[config.mk]
export PLATFORM = sky130hd
export DESIGN_NAME = lps_ctrl
export DESIGN_NICKNAME = d
export VERILOG_FILES = /design/src/lps_pkg.sv /design/src/lps_ctrl.sv /design/src/lps_qual.sv /design/src/lps_sync.sv
export VERILOG_INCLUDE_DIRS = /design/src
export SDC_FILE = /design/constraint.sdc
export NUM_CORES = 1
export LEC_CHECK = 0
export BUFFER_PORTS_ARGS = -buffer_cell sky130_fd_sc_hd__buf_2
export CORE_MARGIN = 3
export CORE_UTILIZATION = 43
export CTS_BUF_LIST = sky130_fd_sc_hd__clkbuf_8
export DETAILED_ROUTE_END_ITERATION = 10
export PLACE_DENSITY_LB_ADDON = 0.15
export SYNTH_ARGS = -nofsm -noshare
export SYNTH_HDL_FRONTEND = slang
export SYNTH_SLANG_ARGS = --single-unit
[constraint.sdc]
create_clock -name i_clk -period 4.6 [get_ports i_clk]
set_clock_uncertainty 0.1 [all_clocks]
set_input_delay 0.23 -clock i_clk [delete_from_list [all_inputs] [get_ports i_clk]]
set_output_delay 0.23 -clock i_clk [all_outputs]
set_load 0.02 [all_outputs]
[src/lps_cfg.svh]
// Constants for the low-power and driver-shutdown sequencer.
// Assumes a 25 MHz core clock; lps_ctrl includes this by bare name.
`ifndef LPS_CFG_SVH
`define LPS_CFG_SVH
`define LPS_CLK_HZ 25000000
`define LPS_ANA_FS 16'h0FFF
`define LPS_REG_FS 16'h7FFF
`define LPS_FREQ_FLOOR 16'h0003
`define LPS_MIN_PCT 7'h01
`define LPS_PCT_DIV 32'h00000064
`define LPS_ANA_DET_MS 1
`define LPS_PWM_SL_DET_MS 20
`define LPS_WAKE_DET_MS 1
`define LPS_SINK_NS 2000
`define LPS_SEL_SLEEP 1'h1
`define LPS_PROF_DIRECT 2'h0
`endif

[src/lps_pkg.sv]
// Types shared by the sequencer modules.
// Assumes lps_cfg.svh holds all numeric constants.
`default_nettype none
package lps_pkg;
    typedef enum logic [1:0] {
        LPS_ACTIVE = 2'h0,
        LPS_STANDBY = 2'h1,
        LPS_SLEEP = 2'h3,
        LPS_FAULT = 2'h2
    } lps_state_t;
    typedef enum logic [1:0] {
        LPS_IN_ANALOG = 2'h0,
        LPS_IN_PWM = 2'h1,
        LPS_IN_FREQ = 2'h2,
        LPS_IN_REG = 2'h3
    } lps_ref_mode_t;
endpackage
`default_nettype wire

[src/lps_ctrl.sv]
// Operating-state sequencer: sleep/standby entry and exit, fault latch,
// fault output and the external driver-kill shutdown path.
// Assumes measured levels, duty, frequency and commands are on i_clk;
// the wake and driver-kill pins are asynchronous.
// Operation
// - Sleep turns off gate drivers, gate supply, analog LDO, sense amp, serial port.
// - Low-power select 1 picks sleep, 0 picks standby.
// - Analog sleep entry: level below threshold for analog or PWM detect time.
// - PWM duty below/above thresholds for detect times enters/leaves standby.
// - Frequency below/above thresholds for detect times enters/leaves standby.
// - Register mode leaves standby only with wake high and command above threshold.
// - Register mode: wake low forces standby (sleep with low-power select 1) whatever the command.
// - Standby keeps gate supply, analog LDO and serial port powered.
// - Standby is entered whenever the profiled reference is zero with low-power select 0.
// - Direct profile: threshold is max(1%, hysteresis) of the mode's full scale; frequency mode floors it at LPS_FREQ_FLOOR.
// - Shaped profile: threshold is 1% of the controlled quantity's limit.
// - Fault output held low while regulators are off, released after.
// - Latched fault holds partial shutdown until condition gone and clear written.
// - Kill pin high turns the gate driver off directly, bypassing logic.
// - Kill shutdown: active pull-down for sink time, then passive pull-down.
// - Kill pin never causes sleep or standby; core stays active.
// - Kill status mirrors the pin within 200 ms.
// - Kill pin is not reported on the fault output; motor faults still are.
// - Kill pin falling starts the motor start sequence within 200 ms.
`default_nettype none
`include "lps_cfg.svh"
module lps_ctrl #(
    parameter int ANA_DET_MS = `LPS_ANA_DET_MS,
    parameter int PWM_SL_DET_MS = `LPS_PWM_SL_DET_MS,
    parameter int WAKE_DET_MS = `LPS_WAKE_DET_MS
) (
    input wire logic i_clk,
    input wire logic i_rstn,
    input wire logic i_wake_pin,
    input wire logic i_driver_kill_pin,
    input wire logic i_low_power_select,
    input wire logic [1:0] i_ref_mode,
    input wire logic [1:0] i_sleep_entry_time,
    input wire logic [1:0] i_profile_select,
    input wire logic [6:0] i_input_hysteresis,
    input wire logic [15:0] i_wake_level,
    input wire logic [15:0] i_duty,
    input wire logic [15:0] i_freq,
    input wire logic [15:0] i_max_freq,
    input wire logic [15:0] i_speed_cmd,
    input wire logic [15:0] i_ctrl_limit,
    input wire logic [15:0] i_ref_profiled,
    input wire logic i_regs_ready,
    input wire logic i_fault_event,
    input wire logic i_fault_active,
    input wire logic i_fault_clear,
    output logic o_gate_enable,
    output logic o_gate_supply_regulator_en,
    output logic o_analog_ldo_en,
    output logic o_csa_en,
    output logic o_serial_en,
    output logic o_active_pulldown,
    output logic o_passive_pulldown,
    output logic o_driver_kill_status,
    output logic o_motor_start,
    output logic o_fault_out_n,
    output logic [1:0] o_state
);
    localparam logic [31:0] ANA_CYC = 32'(ANA_DET_MS * (`LPS_CLK_HZ / 1000));
    localparam logic [31:0] PWM_SL_CYC = 32'(PWM_SL_DET_MS * (`LPS_CLK_HZ / 1000));
    localparam logic [31:0] WAKE_CYC = 32'(WAKE_DET_MS * (`LPS_CLK_HZ / 1000));
    // Least time: round up to whole cycles.
    localparam int SINK_CYC_I = (`LPS_SINK_NS * (`LPS_CLK_HZ / 1000000) + 999) / 1000;
    localparam logic [7:0] SINK_CYC = 8'(SINK_CYC_I);

    typedef struct packed {
        lps_pkg::lps_state_t st;
        logic latch;
        logic [7:0] sink_cnt;
        logic kill_st;
        logic start;
        logic fault_n;
        logic gate_en;
        logic gs_en;
        logic ldo_en;
        logic csa_en;
        logic ser_en;
        logic apd;
        logic ppd;
    } lps_ctrl_st_t;
    lps_ctrl_st_t r, n;

    logic [1:0] sync_lvl;
    logic wake_s, kill_s;
    logic ent_cond, ext_cond, ent_met, ext_met;
    logic [31:0] ent_lim, ext_lim;
    logic [15:0] thr, meas;
    logic [6:0] pct;
    logic below, above, ref_zero;
    lps_pkg::lps_ref_mode_t mode;

    // The wake pin idles high and the kill pin idles low.
    lps_sync #(.W(2), .RST_LVL(2'h1)) u_sync (
        .i_clk(i_clk),
        .i_rstn(i_rstn),
        .i_pin({i_driver_kill_pin, i_wake_pin}),
        .o_level(sync_lvl)
    );
    assign wake_s = sync_lvl[0];
    assign kill_s = sync_lvl[1];

    // Percentage of a full-scale value; used for every threshold flavour.
    function automatic logic [15:0] pct_of(input logic [15:0] fs, input logic [6:0] p);
        logic [31:0] prod;
        prod = 32'(fs) * 32'(p) / `LPS_PCT_DIV;
        return prod[15:0];
    endfunction

    always_comb begin
        mode = lps_pkg::lps_ref_mode_t'(i_ref_mode);
        pct = (i_input_hysteresis > `LPS_MIN_PCT) ? i_input_hysteresis : `LPS_MIN_PCT;
        thr = '0;
        meas = i_wake_level;
        if (i_profile_select != `LPS_PROF_DIRECT) begin
            thr = pct_of(i_ctrl_limit, `LPS_MIN_PCT);
        end
        case (mode)
            lps_pkg::LPS_IN_ANALOG: begin
                meas = i_wake_level;
                if (i_profile_select == `LPS_PROF_DIRECT) thr = pct_of(`LPS_ANA_FS, pct);
            end
            lps_pkg::LPS_IN_PWM: begin
                meas = i_duty;
                if (i_profile_select == `LPS_PROF_DIRECT) thr = pct_of(`LPS_REG_FS, pct);
            end
            lps_pkg::LPS_IN_FREQ: begin
                meas = i_freq;
                if (i_profile_select == `LPS_PROF_DIRECT) begin
                    thr = pct_of(i_max_freq, pct);
                    if (thr < `LPS_FREQ_FLOOR) thr = `LPS_FREQ_FLOOR;
                end
            end
            default: begin
                meas = i_speed_cmd;
                if (i_profile_select == `LPS_PROF_DIRECT) thr = pct_of(`LPS_REG_FS, pct);
            end
        endcase
    end

    assign below = meas < thr;
    assign above = meas > thr;
    assign ref_zero = (i_ref_profiled == '0);

    // Entry is only watched while active, exit only while resting, so a
    // single pair of timers covers every mode.
    always_comb begin
        ent_cond = 1'b0;
        ent_lim = '0;
        ext_cond = 1'b0;
        ext_lim = '0;
        if (i_low_power_select == `LPS_SEL_SLEEP) begin
            case (mode)
                lps_pkg::LPS_IN_ANALOG: begin
                    ent_cond = below;
                    ent_lim = i_sleep_entry_time[1] ? PWM_SL_CYC : ANA_CYC;
                end
                lps_pkg::LPS_IN_REG: ent_cond = !wake_s;
                default: begin
                    ent_cond = !wake_s;
                    ent_lim = PWM_SL_CYC;
                end
            endcase
        end else begin
            case (mode)
                lps_pkg::LPS_IN_ANALOG: ent_cond = below;
                lps_pkg::LPS_IN_REG: ent_cond = !wake_s || below;
                default: begin
                    ent_cond = below;
                    ent_lim = PWM_SL_CYC;
                end
            endcase
            if (ref_zero) begin
                ent_cond = 1'b1;
                ent_lim = '0;
            end
        end
        if (r.st == lps_pkg::LPS_SLEEP) begin
            case (mode)
                lps_pkg::LPS_IN_ANALOG: ext_cond = above;
                lps_pkg::LPS_IN_REG: ext_cond = wake_s;
                default: begin
                    ext_cond = wake_s;
                    ext_lim = WAKE_CYC;
                end
            endcase
        end else if (r.st == lps_pkg::LPS_STANDBY) begin
            case (mode)
                lps_pkg::LPS_IN_ANALOG: ext_cond = above;
                lps_pkg::LPS_IN_REG: ext_cond = wake_s && above;
                default: begin
                    ext_cond = above;
                    ext_lim = WAKE_CYC;
                end
            endcase
            // A zero reference holds standby; otherwise the block would leave
            // and re-enter it on alternate cycles.
            if (ref_zero) ext_cond = 1'b0;
        end
        if (r.st != lps_pkg::LPS_ACTIVE) ent_cond = 1'b0;
    end

    lps_qual #(.CW(32)) u_ent (
        .i_clk(i_clk),
        .i_rstn(i_rstn),
        .i_cond(ent_cond),
        .i_limit(ent_lim),
        .o_met(ent_met)
    );
    lps_qual #(.CW(32)) u_ext (
        .i_clk(i_clk),
        .i_rstn(i_rstn),
        .i_cond(ext_cond),
        .i_limit(ext_lim),
        .o_met(ext_met)
    );

    always_comb begin
        n = r;
        // A new fault outranks a clear arriving in the same cycle.
        n.latch = i_fault_event || (r.latch && !(i_fault_clear && !i_fault_active));
        case (r.st)
            lps_pkg::LPS_ACTIVE: begin
                if (n.latch) begin
                    n.st = lps_pkg::LPS_FAULT;
                end else if (ent_met) begin
                    n.st = (i_low_power_select == `LPS_SEL_SLEEP) ? lps_pkg::LPS_SLEEP
                                                                   : lps_pkg::LPS_STANDBY;
                end
            end
            lps_pkg::LPS_STANDBY: if (ext_met) n.st = lps_pkg::LPS_ACTIVE;
            lps_pkg::LPS_SLEEP: if (ext_met) n.st = lps_pkg::LPS_ACTIVE;
            default: if (!n.latch) n.st = lps_pkg::LPS_ACTIVE;
        endcase
        // The kill pin takes no part in the state choice above.
        n.gate_en = (n.st == lps_pkg::LPS_ACTIVE);
        n.gs_en = (n.st != lps_pkg::LPS_SLEEP);
        n.ldo_en = (n.st != lps_pkg::LPS_SLEEP);
        n.csa_en = (n.st != lps_pkg::LPS_SLEEP);
        n.ser_en = (n.st != lps_pkg::LPS_SLEEP);
        n.fault_n = i_regs_ready && !n.latch;
        n.kill_st = kill_s;
        n.start = r.kill_st && !kill_s;
        if (!kill_s) begin
            n.sink_cnt = '0;
        end else if (r.sink_cnt < SINK_CYC) begin
            n.sink_cnt = r.sink_cnt + 8'h01;
        end
        // Comparing the count held before this edge gives exactly SINK_CYC active cycles.
        n.apd = kill_s && (r.sink_cnt < SINK_CYC);
        n.ppd = kill_s && (r.sink_cnt >= SINK_CYC);
    end

    always_ff @(posedge i_clk or negedge i_rstn) begin
        if (!i_rstn) begin
            r <= '0;
        end else begin
            r <= n;
        end
    end

    // The raw pin gates the driver so an external monitor does not wait on
    // the synchroniser; the pull-down sequencing follows a few cycles later.
    assign o_gate_enable = r.gate_en && !i_driver_kill_pin;
    assign o_gate_supply_regulator_en = r.gs_en;
    assign o_analog_ldo_en = r.ldo_en;
    assign o_csa_en = r.csa_en;
    assign o_serial_en = r.ser_en;
    assign o_active_pulldown = r.apd;
    assign o_passive_pulldown = r.ppd;
    assign o_driver_kill_status = r.kill_st;
    assign o_motor_start = r.start;
    assign o_fault_out_n = r.fault_n;
    assign o_state = r.st;
endmodule // lps_ctrl
`default_nettype wire

[src/lps_qual.sv]
// Qualification timer: flags a condition that has held for i_limit cycles.
// Assumes i_cond and i_limit are synchronous to i_clk.
`default_nettype none
module lps_qual #(
    parameter int CW = 32
) (
    input wire logic i_clk,
    input wire logic i_rstn,
    input wire logic i_cond,
    input wire logic [CW-1:0] i_limit,
    output logic o_met
);
    typedef struct packed {
        logic [CW-1:0] cnt;
    } lps_qual_st_t;
    lps_qual_st_t r, n;

    always_comb begin
        n = r;
        if (!i_cond) begin
            n.cnt = '0;
        end else if (r.cnt < i_limit) begin
            n.cnt = r.cnt + 1'b1;
        end
    end

    always_ff @(posedge i_clk or negedge i_rstn) begin
        if (!i_rstn) begin
            r <= '0;
        end else begin
            r <= n;
        end
    end

    // A zero limit qualifies at once, which the immediate table entries rely on.
    assign o_met = i_cond && (r.cnt >= i_limit);
endmodule // lps_qual
`default_nettype wire

[src/lps_sync.sv]
// Three-stage input synchroniser with agreement filter for pin inputs.
// Assumes the inputs are asynchronous to i_clk.
`default_nettype none
module lps_sync #(
    parameter int W = 2,
    parameter logic [W-1:0] RST_LVL = '0
) (
    input wire logic i_clk,
    input wire logic i_rstn,
    input wire logic [W-1:0] i_pin,
    output logic [W-1:0] o_level
);
    typedef struct packed {
        logic [W-1:0] ff1;
        logic [W-1:0] ff2;
        logic [W-1:0] ff3;
        logic [W-1:0] lvl;
    } lps_sync_st_t;
    lps_sync_st_t r, n;

    // A change is accepted only once stages two and three agree.
    always_comb begin
        n = r;
        n.ff1 = i_pin;
        n.ff2 = r.ff1;
        n.ff3 = r.ff2;
        for (int i = 0; i < W; i++) begin
            if (r.ff2[i] == r.ff3[i]) begin
                n.lvl[i] = r.ff3[i];
            end
        end
    end

    always_ff @(posedge i_clk or negedge i_rstn) begin
        if (!i_rstn) begin
            // Stages start at each pin's idle level, so no false edge follows reset.
            r <= '{ff1: RST_LVL, ff2: RST_LVL, ff3: RST_LVL, lvl: RST_LVL};
        end else begin
            r <= n;
        end
    end

    assign o_level = r.lvl;
endmodule // lps_sync
`default_nettype wire
---- Yosys cells after proc, flatten, opt, wreduce, memory -nomap -nowiden ----
Index checks and enable logic that the tools add are counted.
storage, ports and cells
  word-level logic and storage cells ...... 113
  output and inout bits ................... 12
  flip-flop bits (word level) ............. 90
  input bits .............................. 134
cells by class
  reduce and logical (&&, ||, !) cells .... 27
  multipliers ............................. 3
  muxes and demuxes ....................... 38
  magnitude comparators ................... 10
  div/mod/pow operators ................... 4
  add/subtract/negate cells ............... 3
  equal/unequal tests ..................... 11
operators with widths
  operator                                                      count
  2-to-1 mux 32 bit                                             6
  2-to-1 mux 16 bit                                             5
  adder 32 x 1 -> 32 bit (second input constant)                2
  one-hot mux 16 bit (3 select lines)                           1
  2-to-1 mux 15 bit                                             3
  2-to-1 mux 19 bit                                             2
  one-hot mux 19 bit (2 select lines)                           1
  divider 16 x 7 -> 32 bit (second input constant)              1
  divider 19 x 7 -> 32 bit (second input constant)              1
  divider 22 x 7 -> 32 bit (second input constant)              1
  divider 23 x 7 -> 32 bit (second input constant)              1
  >= comparator 32 x 15 -> 1 bit                                1
  >= comparator 32 bit                                          1
  less-than comparator 32 x 15 -> 1 bit                         1
  less-than comparator 32 bit                                   1
  one-hot mux 16 bit (2 select lines)                           1
  multiplier 16 x 7 -> 23 bit                                   1
  multiplier 15 x 7 -> 22 bit (first input constant)            1
  multiplier 12 x 7 -> 19 bit (first input constant)            1
  greater-than comparator 16 bit                                1
  logical NOT 16 bit                                            1
  less-than comparator 16 bit                                   1
  less-than comparator 16 x 2 -> 1 bit (second input constant)  1
  2-to-1 mux 8 bit                                              2
  other kinds (18)                                              58

---- Logic depth before layout (Yosys ltp) ----
  depth in word-level cells ............... 19
  gate-level depth with buffers ........... 85

---- Hierarchy ----
From an unflattened synthesis, not the netlist that was laid out.
second synthesis, totals
  cell total of the unflattened synthesis .. 3160
  area, all modules ....................... 23786.6 µm²
modules (own cells, without submodules)
  module    cells each  times used  area an instance (µm²)  seq. area each (µm²)
  lps_ctrl  2490        1           18096.1                 450.4
  lps_qual  329         2           2723.9                  800.8
  lps_sync  12          1           242.7                   205.2

---- Worst setup path before layout ----
OpenSTA, ideal clock, no wires.
  path kind ............................... in2reg
  start point ............................. in i_input_hysteresis[4]
  end point ............................... reg u_ext.r[28] (netlist name)
  setup slack ............................. -12.248 ns
  required time ........................... 4.428 ns
  stages .................................. 76
  arrival ................................. 16.676 ns
  cell sequence ........................... clkbuf_1 clkbuf_1 and2_1 fa_1 fa_1 fa_1 inv_1 fa_1 inv_1 ha_1 o21ai_0 or4b_4 a21oi_2 mux2i_1 nand2_1 o221a_2 o21a_2 mux2_4 (+40 left out) a21oi_1 nor2b_1 o21ai_0 nand2b_1 a21oi_1 o31ai_1 o41ai_1 or3_1 o31ai_1 a21oi_1 nor2b_1 a2111oi_0 and2_1 nand4_1 nor2_1 and3_1 a31oi_1 nor2_1
on the way
  word-level cells in the longest chain between the ends .. 15
  elaborated cells on any way between the ends .. 23
  classes of those cells .................. 3 x mul; 3 x div; 3 x order compare; 1 x eq/ne; 12 x mux; 1 x reduce/logical
ends and longest elaborated chain
  element                                                                     RTL line         RTL
  start: declaration                                                          lps_ctrl.sv:40   input wire logic [6:0] i_input_hysteresis,
  greater-than comparator 7 x 1 -> 1 bit (no source line)                     --
  2-to-1 mux 7 bit (no source line) *                                         --
  multiplier 16 x 7 -> 23 bit                                                 lps_ctrl.sv:110  prod = 32'(fs) * 32'(p) / `LPS_PCT_DIV;
  divider 23 x 7 -> 32 bit (no source line)                                   --
  less-than comparator 16 x 2 -> 1 bit (no source line)                       --
  2-to-1 mux 16 bit                                                           lps_ctrl.sv:135  if (thr < `LPS_FREQ_FLOOR) thr = `LPS_FREQ_FLOOR;
  2-to-1 mux 16 bit                                                           lps_ctrl.sv:133  if (i_profile_select == `LPS_PROF_DIRECT) begin
  one-hot mux 16 bit (2 select lines) *                                       lps_ctrl.sv:122  case (mode)
  greater-than comparator 16 bit *                                            lps_ctrl.sv:146  assign above = meas > thr;
  logical AND 1 bit                                                           lps_ctrl.sv:194  lps_pkg::LPS_IN_REG: ext_cond = wake_s && above;
  2-to-1 mux 1 bit                                                            lps_ctrl.sv:192  case (mode)
  2-to-1 mux 1 bit                                                            lps_ctrl.sv:202  if (ref_zero) ext_cond = 1'b0;
  2-to-1 mux 1 bit                                                            lps_ctrl.sv:191  end else if (r.st == lps_pkg::LPS_STANDBY) begin
  2-to-1 mux 1 bit *                                                          lps_ctrl.sv:182  if (r.st == lps_pkg::LPS_SLEEP) begin
  != test 2 bit (no source line) / 2-to-1 mux 32 bit (equally long branches)  --
  end signal: assignment                                                      lps_qual.sv:31   r <= n;
  end: declaration                                                            lps_qual.sv:16   lps_qual_st_t r, n;
Mark *: on every way between the ends. The rest lies on a longest branch, timed or not.
A chain may end at the register's enable or synchronous reset.

---- Worst setup path after layout ----
  start point ............................. in i_input_hysteresis[5]
  end point ............................... reg u_ext.r[28] (netlist name)
Same word-level chain as after synthesis.

==> flow_summary.ini <==
[cells_and_area]
finalNetCount = 4586
syn2layout_area_growth_pct = 53.9
multiInputGateArea_mm2 = 0.0211
n_antenna_cell = 0
fillerInstances = 4353
instances_no_fill = 4923
final_cell_area_mm2 = 0.0350
register_area_mm2 = 0.00226
drive_gt1_frac = 0.420

[clocking]
cts-htree-levels = 3
cts.path.max_buffers = 2
cts.clk_slew.worst_paths_ns = 0.09
cts_tree = built
worstSkewPairLatency_ns = 0.37
cts_sinks = 90
cts_buffers = 9
clockRootBuffer = clkbuf_8

[timing]
fin_crit_ns = 16.62
worst_pin_slew_ns = 1.08
slew_headroom = 0.279
hold_ws_ns = -0.0388
drv_slew = 0
postLayoutSetupSlackWorst_ns = -12.02
tns_ns = -774.79
hold_viol_final = 60
rsz0062_at_grt = yes
setup_viol = 68
fin_crit_sh = 3.61
max_freq_ghz = 0.0602

[job]
drv_cap = 0

[route]
via_per_inst = 5.84
drc_errors = 0
totalWireLength_mm = 89.6
via_count = 28800
drtIter0Drc = 1817
drt-pass1-iter-count = 6
avgRoutedWirePerCell_um = 18.2
antenna_left = 0

[synth]
post-synth-top-area-fraction = 0.0948
seq_area_frac_synth = 0.0994
synthArstFlopShare = 1.00
synth_top_area_cell = dfrtp_1
synth_ff_type = dfrtp_1
synth_cells = 3052
synth_edf_count = 0
ys_top_cells_by_area = dfrtp_1, fa_1, ha_1, nand2_1, nor2_1
ys_warn_count = 0
synthesis.nets = 3400
netlist_area_mm2 = 0.0227
synthMostInstantiatedCell = nand2_1
ys_seq_elements = 90
synth_common_cells = nand2_1, nor2_1, a21oi_1, inv_1, o21ai_0
syn_area_per_cell_um2 = 7.44
ys_types = 149

[setup_path]
setup.worst_path.end_class = flop
startpoint_type = input pin
slowest_stage = fa_1
worstSetupPathType = in2reg
cp_data_arrival_time_ns = 16.82
startpoint = i_input_hysteresis[5]
critPathMaxFanout = 7
reg2reg_from = o_state[0]$_DFF_PN0_
cp.buffers_inverters = 13
rrSetupSlack_ns = 0.86
crit_required_ns = 4.80
crit_top_cell = buf_4
slowest_delay_ns = 0.56
crit_family = compound AO/OA/AOI/OAI gates

[place]
hpwl_mm = 70.8
portBuffers = 142
dp_cells = 4791
place_congestion = 0.989
placed_area_mm2 = 0.0318

[global_routing]
antenna_found_initial = 0
grt_pass1_wl_mm = 143
grt_max_degree = 91
grt_overflow = 0
grt.total_usage = 0.301
grt_pass1_vias = 28700

[floorplan]
die_h_um = 236
io_pins = 146
start_util = 0.438
num_rows = 83
core-area_mm2 = 0.0518
die-area_mm2 = 0.0556
fp.dieW_um = 236

[worst_hold_path]
hold_class = in2async

[status]
violations = negative hold slack, negative setup slack
status = finished with violations
## final timing paths
check,endpoint,cells after the start
worst max-delay path,u_ext.r[28]$_DFFE_PN0P_,84
worst min-delay path,u_sync.n[5]$_DFF_PN0_,1
worst max register to register,u_ext.r[28]$_DFFE_PN0P_,14
worst min register to register,u_sync.n[2]$_DFF_PN1_,0
max in group asynchronous,u_ent.r[24]$_DFFE_PN0P_,1
min in group i_clk,o_state[1]$_DFF_PN0_,3
## per-stage QoR
step / hold slack (ns) / worst slack, ns / util
4_1_cts: 0.000300 / -11.75 / 0.651
3_5_place_dp: 0.241 / -12.64 / 0.613
5_1_grt: 0.0262 / -12.74 / 0.675
6_report: -0.0388 / -12.02 / 0.675
3_3_place_gp: 0.236 / -12.46 / 0.613
2_1_floorplan: -0.166 / -11.56 / -
## what timing repair did
action,4_1_cts,5_1_grt
pin swaps,72,136
gates resized for setup,225,222
hold buffers,4,0
setup buffers,80,41
hold endpoints to repair,4,0
gates cloned,4,6
setup endpoints to repair,68,68
## cell usage in the layout, fill, tap and decap left out, types with 30 or more instances in the layout
cell type	count
a211oi_1	40
buf_2	134
nor2_4	32
buf_4	1115
dfrtp_1	86
nand3_1	86
nand4_1	46
o21ai_1	30
and3_1	30
inv_1	158
buf_6	37
o21a_1	30
o21ai_0	144
a21oi_1	152
fa_1	87
o211ai_1	69
nand2_1	298
nor3_1	82
xor2_1	48
a31oi_1	37
a21o_1	36
ha_1	108
xnor2_1	97
nor2_1	228
and2_1	108
## routing by layer
layer	routed length, µm	vias to the layer above	track usage
met5	0	-	0
met4	3010	0	0.101
met3	3420	187	0.0184
met2	44300	816	0.537
met1	38800	13900	0.385
li1	-	13800	-
## flip-flops by register name (all words and copies together), names as in the netlist, 2 cells and up
signal          count
u_ent.r            32
u_ext.r            32
r                  10
u_sync.n            4
o_state             2
u_sync.o_level      2
u_sync.r            2
## layout make-up
class | instances | area share
multi-input combinational | 2654 | 0.603
timing repair buffer | 1314 | 0.284
sequential | 90 | 0.0646
tap | 680 | 0.0243
inverter | 169 | 0.0182
clock buffer | 10 | 0.00394
clock inverter | 6 | 0.00122
## cell families (layout without fill, tap and decap cells)
group | count (synthesis) | in the layout | share of synthesized area
adders and majority gates | 235 | 235 | 0.157
and+or+nand+nor | 1163 | 1163 | 0.254
AOI/OAI and AO/OA | 1038 | 1038 | 0.338
buffers and inverters | 308 | 1499 | 0.0605
muxes | 59 | 59 | 0.0283
xor gates and xnor gates | 159 | 159 | 0.0630
DFF | 90 | 90 | 0.0994
Power is not shown: default switching activity piles up to over one toggle a cycle in this logic, so the estimate is an artifact.
